**config.mk**
```make
export PLATFORM = sky130hd
export DESIGN_NAME = dpg_regs
export DESIGN_NICKNAME = d
export VERILOG_FILES = /design/src/rtl/dpg_regs.v
export VERILOG_INCLUDE_DIRS = /design/src /design/src/rtl
export SDC_FILE = /design/constraint.sdc
export NUM_CORES = 1
export LEC_CHECK = 0
export BUFFER_PORTS_ARGS = -buffer_cell sky130_fd_sc_hd__buf_2
export CAP_MARGIN = 20
export CORE_MARGIN = 2
export CORE_UTILIZATION = 55
export DETAILED_ROUTE_END_ITERATION = 10
export GPL_TIMING_DRIVEN = 0
export HOLD_SLACK_MARGIN = 0.06
export PLACE_DENSITY = 0.75
export SLEW_MARGIN = 10
export SYNTH_ARGS = -nofsm -noshare
export SYNTH_HDL_FRONTEND = slang
export SYNTH_SLANG_ARGS = --single-unit
```
**constraint.sdc**
```tcl
create_clock -name i_clk -period 4.5 [get_ports i_clk]
set_input_delay 0.9 -clock i_clk [delete_from_list [all_inputs] [get_ports i_clk]]
set_output_delay 0.9 -clock i_clk [all_outputs]
set_load 0.05 [all_outputs]
```
**src/rtl/dpg_consts.vh**
```
// Constants for the PLL, gain and offset register bank.
// Included by the register bank; holds definitions only.
`ifndef DPG_CONSTS_VH
`define DPG_CONSTS_VH

// Register offsets within the 5-bit serial address space.
`define DPG_ADDR_DIVIDER 5'h03
`define DPG_ADDR_PLL_CP 5'h04
`define DPG_ADDR_I_FINE 5'h05
`define DPG_ADDR_I_COARSE 5'h06
`define DPG_ADDR_I_OFS_HI 5'h07
`define DPG_ADDR_I_OFS_LO 5'h08
`define DPG_ADDR_Q_FINE 5'h09
`define DPG_ADDR_Q_COARSE 5'h0a
`define DPG_ADDR_Q_OFS_HI 5'h0b
`define DPG_ADDR_Q_OFS_LO 5'h0c

// Field positions.
`define DPG_BIT_PLL_EN 7
`define DPG_BIT_CP_MANUAL 6
`define DPG_BIT_OFS_DIR 7
`define DPG_BIT_SPORT_BIDIR 7

// Reset values.
`define DPG_RST_BYTE 8'h00

// Serial instruction byte fields.
`define DPG_INSTR_RW 7
`define DPG_PHASE_BITS 4'h8

`endif

```
**src/rtl/dpg_regs.v**
```verilog
// Configuration register bank for a dual I/Q DAC: PLL control, charge-pump bias,
// per-channel fine and coarse gain and offset with direction, behind a serial port.
// Assumes serial clock, chip select and data pins arrive asynchronously; they are
// synchronised to i_clk, which must run well above the serial clock rate.
`timescale 1ns/100ps
`default_nettype none
`include "dpg_consts.vh"

module dpg_regs (
	// Clock and reset
	input wire i_clk,
	input wire i_rst,
	// Serial control port pins
	input wire i_sclk,
	input wire i_cs_n,
	input wire i_sdio,
	output reg o_sdio,
	output reg o_sdio_oe_n,
	output reg o_serial_data_out_pin,
	output reg o_serial_data_out_pin_oe_n,
	// Port configuration
	input wire i_sport_bidir,
	// PLL and clock divider controls
	output wire o_pll_en,
	output wire [1:0] o_clk_div_log2,
	output wire [3:0] o_clk_div_ratio,
	output reg [9:0] o_cp_bias_ua,
	// I channel scaling and offset
	output wire [7:0] o_i_fine_gain,
	output wire [3:0] o_i_coarse_gain,
	output wire [9:0] o_i_offset,
	output wire o_i_offset_to_output_current_b,
	// Q channel scaling and offset
	output wire [7:0] o_q_fine_gain,
	output wire [3:0] o_q_coarse_gain,
	output wire [9:0] o_q_offset,
	output wire o_q_offset_to_output_current_b
);

	localparam ST_INSTR = 1'b0;
	localparam ST_DATA = 1'b1;

	// Divider register holds only its two ratio bits; the rest read as zero.
	reg [1:0] div_q;
	reg [7:0] pll_q;
	reg [7:0] i_fine_q, i_coarse_q, i_ofs_hi_q, i_ofs_lo_q;
	reg [7:0] q_fine_q, q_coarse_q, q_ofs_hi_q, q_ofs_lo_q;

	// Two-flop synchronisers; the second stage feeds logic, and sclk's third stage also feeds edge detection.
	reg [2:0] sclk_q, cs_q, sdi_q;
	reg [1:0] bidir_q;
	wire sclk_s = sclk_q[1];
	wire cs_s = cs_q[1];
	wire sdi_s = sdi_q[1];
	// Port mode is a pin level, so it is synchronised like the serial pins.
	wire bidir_s = bidir_q[1];
	wire sclk_rise = sclk_s & ~sclk_q[2];
	wire sclk_fall = ~sclk_s & sclk_q[2];

	reg state_q;
	reg [3:0] bitcnt_q;
	reg [7:0] sh_q;
	reg rd_q;
	reg [1:0] nleft_q;
	reg [4:0] addr_q;
	reg [7:0] tx_q;

	// Register read mux, used at every byte boundary of a read.
	function [7:0] rd_byte;
		input [4:0] a;
		begin
			if (a == `DPG_ADDR_DIVIDER) rd_byte = {6'h00, div_q};
			else if (a == `DPG_ADDR_PLL_CP) rd_byte = pll_q;
			else if (a == `DPG_ADDR_I_FINE) rd_byte = i_fine_q;
			else if (a == `DPG_ADDR_I_COARSE) rd_byte = i_coarse_q;
			else if (a == `DPG_ADDR_I_OFS_HI) rd_byte = i_ofs_hi_q;
			else if (a == `DPG_ADDR_I_OFS_LO) rd_byte = i_ofs_lo_q;
			else if (a == `DPG_ADDR_Q_FINE) rd_byte = q_fine_q;
			else if (a == `DPG_ADDR_Q_COARSE) rd_byte = q_coarse_q;
			else if (a == `DPG_ADDR_Q_OFS_HI) rd_byte = q_ofs_hi_q;
			else if (a == `DPG_ADDR_Q_OFS_LO) rd_byte = q_ofs_lo_q;
			else rd_byte = 8'h00;
		end
	endfunction

	wire [7:0] sh_next = {sh_q[6:0], sdi_s};
	wire byte_done = sclk_rise & (bitcnt_q == 4'h7);

	always @(posedge i_clk or posedge i_rst) begin
		if (i_rst) begin
			sclk_q <= 3'h0;
			cs_q <= 3'h7;
			sdi_q <= 3'h0;
			bidir_q <= 2'h0;
		end else begin
			sclk_q <= {sclk_q[1:0], i_sclk};
			cs_q <= {cs_q[1:0], i_cs_n};
			sdi_q <= {sdi_q[1:0], i_sdio};
			bidir_q <= {bidir_q[0], i_sport_bidir};
		end
	end

	// Serial engine: MSB first, instruction then 1 to 4 data bytes, address decrementing.
	always @(posedge i_clk or posedge i_rst) begin
		if (i_rst) begin
			state_q <= ST_INSTR;
			bitcnt_q <= 4'h0;
			sh_q <= `DPG_RST_BYTE;
			rd_q <= 1'b0;
			nleft_q <= 2'h0;
			addr_q <= 5'h00;
			tx_q <= `DPG_RST_BYTE;
			div_q <= 2'h0;
			pll_q <= `DPG_RST_BYTE;
			i_fine_q <= `DPG_RST_BYTE;
			i_coarse_q <= `DPG_RST_BYTE;
			i_ofs_hi_q <= `DPG_RST_BYTE;
			i_ofs_lo_q <= `DPG_RST_BYTE;
			q_fine_q <= `DPG_RST_BYTE;
			q_coarse_q <= `DPG_RST_BYTE;
			q_ofs_hi_q <= `DPG_RST_BYTE;
			q_ofs_lo_q <= `DPG_RST_BYTE;
		end else if (cs_s) begin
			// Deselect abandons any partial byte, so nothing half-shifted is written.
			state_q <= ST_INSTR;
			bitcnt_q <= 4'h0;
		end else if (sclk_rise) begin
			sh_q <= sh_next;
			bitcnt_q <= byte_done ? 4'h0 : bitcnt_q + 4'h1;
			if (byte_done) begin
				case (state_q)
				ST_INSTR: begin
					state_q <= ST_DATA;
					rd_q <= sh_next[`DPG_INSTR_RW];
					nleft_q <= sh_next[6:5];
					addr_q <= sh_next[4:0];
					tx_q <= rd_byte(sh_next[4:0]);
				end
				default: begin
					if (!rd_q) begin
						// Each byte lands on the last bit of its transfer.
						if (addr_q == `DPG_ADDR_DIVIDER) div_q <= sh_next[1:0];
						else if (addr_q == `DPG_ADDR_PLL_CP) pll_q <= sh_next;
						else if (addr_q == `DPG_ADDR_I_FINE) i_fine_q <= sh_next;
						else if (addr_q == `DPG_ADDR_I_COARSE) i_coarse_q <= sh_next;
						else if (addr_q == `DPG_ADDR_I_OFS_HI) i_ofs_hi_q <= sh_next;
						else if (addr_q == `DPG_ADDR_I_OFS_LO) i_ofs_lo_q <= sh_next;
						else if (addr_q == `DPG_ADDR_Q_FINE) q_fine_q <= sh_next;
						else if (addr_q == `DPG_ADDR_Q_COARSE) q_coarse_q <= sh_next;
						else if (addr_q == `DPG_ADDR_Q_OFS_HI) q_ofs_hi_q <= sh_next;
						else if (addr_q == `DPG_ADDR_Q_OFS_LO) q_ofs_lo_q <= sh_next;
					end
					addr_q <= addr_q - 5'h01;
					tx_q <= rd_byte(addr_q - 5'h01);
					nleft_q <= nleft_q - 2'h1;
					if (nleft_q == 2'h0) begin
						state_q <= ST_INSTR;
					end
				end
				endcase
			end
		end else if (sclk_fall && state_q == ST_DATA && bitcnt_q != 4'h0) begin
			tx_q <= {tx_q[6:0], 1'b0};
		end
	end

	// Read bits shift out after falling edges, each byte's first bit after the rising edge ending the prior byte; both pins float while deselected.
	wire rd_drive = ~cs_s & (state_q == ST_DATA) & rd_q;
	always @(posedge i_clk or posedge i_rst) begin
		if (i_rst) begin
			o_sdio <= 1'b0;
			o_sdio_oe_n <= 1'b1;
			o_serial_data_out_pin <= 1'b0;
			o_serial_data_out_pin_oe_n <= 1'b1;
		end else begin
			o_sdio <= tx_q[7];
			o_serial_data_out_pin <= tx_q[7];
			o_sdio_oe_n <= ~(rd_drive & bidir_s);
			o_serial_data_out_pin_oe_n <= ~(rd_drive & ~bidir_s);
		end
	end

	// Divide ratio decode.
	function [3:0] div_ratio;
		input [1:0] code;
		begin
			div_ratio = 4'h1 << code;
		end
	endfunction

	// Manual bias decode; codes above 100 are undefined and give the largest bias.
	function [9:0] bias_ua;
		input [2:0] code;
		begin
			case (code)
			3'h0: bias_ua = 10'h032;
			3'h1: bias_ua = 10'h064;
			3'h2: bias_ua = 10'h0c8;
			3'h3: bias_ua = 10'h190;
			default: bias_ua = 10'h320;
			endcase
		end
	endfunction

	assign o_pll_en = pll_q[`DPG_BIT_PLL_EN];
	assign o_clk_div_log2 = div_q;
	assign o_clk_div_ratio = div_ratio(div_q);

	always @(posedge i_clk or posedge i_rst) begin
		if (i_rst) begin
			o_cp_bias_ua <= 10'h032;
		end else if (pll_q[`DPG_BIT_CP_MANUAL]) begin
			o_cp_bias_ua <= bias_ua(pll_q[2:0]);
		end else begin
			// Automatic mode scales bias with the divide ratio.
			o_cp_bias_ua <= bias_ua({1'b0, div_q});
		end
	end

	assign o_i_fine_gain = i_fine_q;
	assign o_i_coarse_gain = i_coarse_q[3:0];
	assign o_i_offset = {i_ofs_hi_q, i_ofs_lo_q[1:0]};
	assign o_i_offset_to_output_current_b = i_ofs_lo_q[`DPG_BIT_OFS_DIR];
	assign o_q_fine_gain = q_fine_q;
	assign o_q_coarse_gain = q_coarse_q[3:0];
	assign o_q_offset = {q_ofs_hi_q, q_ofs_lo_q[1:0]};
	assign o_q_offset_to_output_current_b = q_ofs_lo_q[`DPG_BIT_OFS_DIR];

endmodule // dpg_regs
`default_nettype wire

```
==> flow_summary.json <==
{
  "status": "finished clean",
  "slowest_stage": "clkbuf_1",
  "ys_seq_area_share_pct": 43.0,
  "synth-edff-count": 0,
  "power.density_mw_per_mm2": 365,
  "dieArea_mm2": 0.0140,
  "path_class": "reg -> reg",
  "regArea_mm2": 0.00309,
  "ant_nets": 0,
  "regToRegSetupSlack_ns": 1.03,
  "cts-buffers-inserted": 17,
  "wl_mm": 25.9,
  "gp_congestion": 1.00,
  "crit_path_start_kind": "register",
  "dp.cells": 975,
  "htreeDepth": 4,
  "cp.required_ns": 4.82,
  "final_cell_mix": "116 x dfrtp_1, 82 x mux2_2, 71 x buf_2",
  "critPathMostFrequentCell": "clkbuf_1",
  "final_nets": 840,
  "cts_buffer_depth": 2,
  "grt_pass1_vias": 6563,
  "cts_tree": "yes",
  "fin_skew_ns": 0.0122,
  "maxCapViolations": 0,
  "multiInputGateArea_mm2": 0.00370,
  "worst_setup_path_end_kind": "register",
  "start_util_pct": 56.7,
  "drt_pass1_iterations": 5,
  "io_buffers": 71,
  "synth_cell_types": 74,
  "track_usage_pct": 37.3,
  "cts.sinks": 123,
  "hold_buffers": 0,
  "cts_root_buffer": "clkbuf_16",
  "synth-warning-count": 0,
  "cts.clk_slew.worst_paths_ns": 0.06,
  "grt_antenna_before_repair": 0,
  "worstMarginPinSlew_ns": 1.02,
  "fill_cells": 1027,
  "ys_ff_latch": 123,
  "wl_per_cell_um": 25.7,
  "finalSetupViolations": 0,
  "postCtsSetupBuffers": 0,
  "cellLeakagePower_nw": 3.80,
  "period_share_pct": 77.2,
  "grt_max_degree": 86,
  "final_common_cell": "dfrtp_1",
  "yosys_most_used_dff": "dfrtp_1",
  "route.detailed.drc": 0,
  "cts_resized": 0,
  "critPathMaxStageDelay_ns": 0.60,
  "drt_iter0_drc": 959,
  "antenna-diode-count": 0,
  "die_w_um": 118,
  "finalHoldViolCount": 0,
  "whs_ns": 0.358,
  "vias_per_cell": 6.65,
  "instances_no_fill": 1007,
  "grt_pass1_wl_mm": 38.8,
  "syn_avg_cell_area_um2": 9.83,
  "netlist_area_mm2": 0.00718,
  "via_count": 6700,
  "grt_remaining_overflow": 0,
  "dpl.hpwl_mm": 18.2,
  "coreArea_mm2": 0.0127,
  "crit_arrival_ns": 3.79,
  "async_flop_share_pct": 100,
  "max_slew_margin_pct": 31.2,
  "hold_path.class": "reg -> reg",
  "maxSlewViolCount": 0,
  "drive_gt1_share_pct": 26.0,
  "io-pin-count": 73,
  "syn_inst": 731,
  "rows": 41,
  "fmax_mhz": 288,
  "fp.dieH_um": 118,
  "syn_nets": 749,
  "rsz0062_at_grt": "false",
  "period_minus_slack_ns": 3.47,
  "clock_latency_ns": 0.44,
  "cp_max_fo": 10,
  "area_delta_synth_final_pct": 16.6,
  "max-vdd-ir-drop_v": 0.000274,
  "critical_path.cell_chain": "buf_6 -> inv_1 -> ha_1 -> clkbuf_1 -> clkbuf_1 -> nor2_1 -> nand2_1 -> mux2_2"
}
[synthesized netlist by cell type (all sizes together), types with 11 or more instances]
library cell | number | area share (%)
dfrtp | 116 | 40
mux2 | 82 | 13
nand2 | 56 | 2.9
clkbuf | 52 | 2.7
nor2 | 48 | 2.5
o21ai | 43 | 3.0
a21oi | 38 | 2.6
nor2b | 25 | 2.2
inv | 23 | 1.2
buf | 16 | 1.7
nand2b | 15 | 1.3
a221oi | 14 | 1.7
mux2i | 13 | 1.8
ha | 12 | 2.1
nand3 | 12 | 0.84
o22ai | 12 | 1.0
nor3 | 11 | 0.84
[flip-flops by register name, summed over array words and instances, names as in the netlist, 7 cells and up]
signal / cells
pll_q: 8
q_coarse_q: 8
i_ofs_hi_q: 8
i_coarse_q: 8
sh_q: 7
q_ofs_hi_q: 8
i_ofs_lo_q: 8
o_cp_bias_ua: 9
o_q_fine_gain: 8
q_ofs_lo_q: 8
o_i_fine_gain: 8
tx_q: 8
[where the power goes]
group / switching (W) / internal [W]
combinational: 0.000374 / 0.000137
sequential: 0.0000349 / 0.00114
clock: 0.000532 / 0.000844
total: 0.000940 / 0.00212
[per-stage QoR]
| stage | power, W | cell area (µm²) | setup TNS (ns) | worst slack [ns] | util, % |
|---|---|---|---|---|---|
| global placement | 0.00167 | 7750 | -94.06 | -0.822 | 61.2 |
| global route | 0.00314 | 8370 | 0 | 1.02 | 66.1 |
| detailed placement | 0.00168 | 7790 | 0 | 1.21 | 61.5 |
| finish | 0.00306 | 8370 | 0 | 1.03 | 66.1 |
| CTS | 0.00303 | 8370 | 0 | 1.16 | 66.1 |
| floorplan | 0.00148 | 7180 | 0 | 0.341 | - |
[path summary, 6_finish.rpt]
check / startpoint / to / depth (start not counted)
setup / recovery: addr_q[0] / i_ofs_hi_q[1] / 8
setup reg to reg: addr_q[0] / i_ofs_hi_q[1] / 8
hold / removal: bidir_q[0] / bidir_q[1] / 0
max in group asynchronous: i_rst / o_serial_data_out_pin_oe_n / 3
hold reg to reg: bidir_q[0] / bidir_q[1] / 0
min in group asynchronous: i_rst / q_ofs_hi_q[4] / 2
[cell type report]
cell class | count | area share, %
timing repair buffer | 72 | 4.57
tap | 172 | 2.57
sequential | 123 | 36.9
multi-input combinational | 517 | 44.2
clock inverter | 10 | 1.40
buffer | 68 | 3.77
clock buffer | 22 | 5.54
inverter | 23 | 1.09
[critical path, delay by kind of cell (launching register included)]
kind / cells / cell delay, ns
fa+ha+maj: 1 / 0.45
buf+inv: 4 / 1.44
flops: 1 / 0.41
mux: 1 / 0.40
simple gates: 2 / 0.64
[per-layer routing]
| layer | track usage (%) | wire, µm | up-vias |
|---|---|---|---|
| li1 | - | - | 2863 |
| met1 | 47.9 | 10400 | 3345 |
| met2 | 57.6 | 12000 | 404 |
| met3 | 8.93 | 2100 | 88 |
| met4 | 21.3 | 1340 | 0 |
| met5 | 0 | 0 | - |
[kinds of logic after synthesis]
family / after synthesis / share of synthesized area [%]
xor gates and xnor gates: 2 / 0.244
buffers and inverters: 91 / 5.59
and+or+nand+nor: 219 / 16.3
muxes: 95 / 14.7
adders and majority gates: 12 / 2.09
DFF: 123 / 43.0
other: 1 / 0.0522
AOI/OAI and AO/OA: 188 / 18.1
Note: power is estimated with default switching activity, not from simulation.
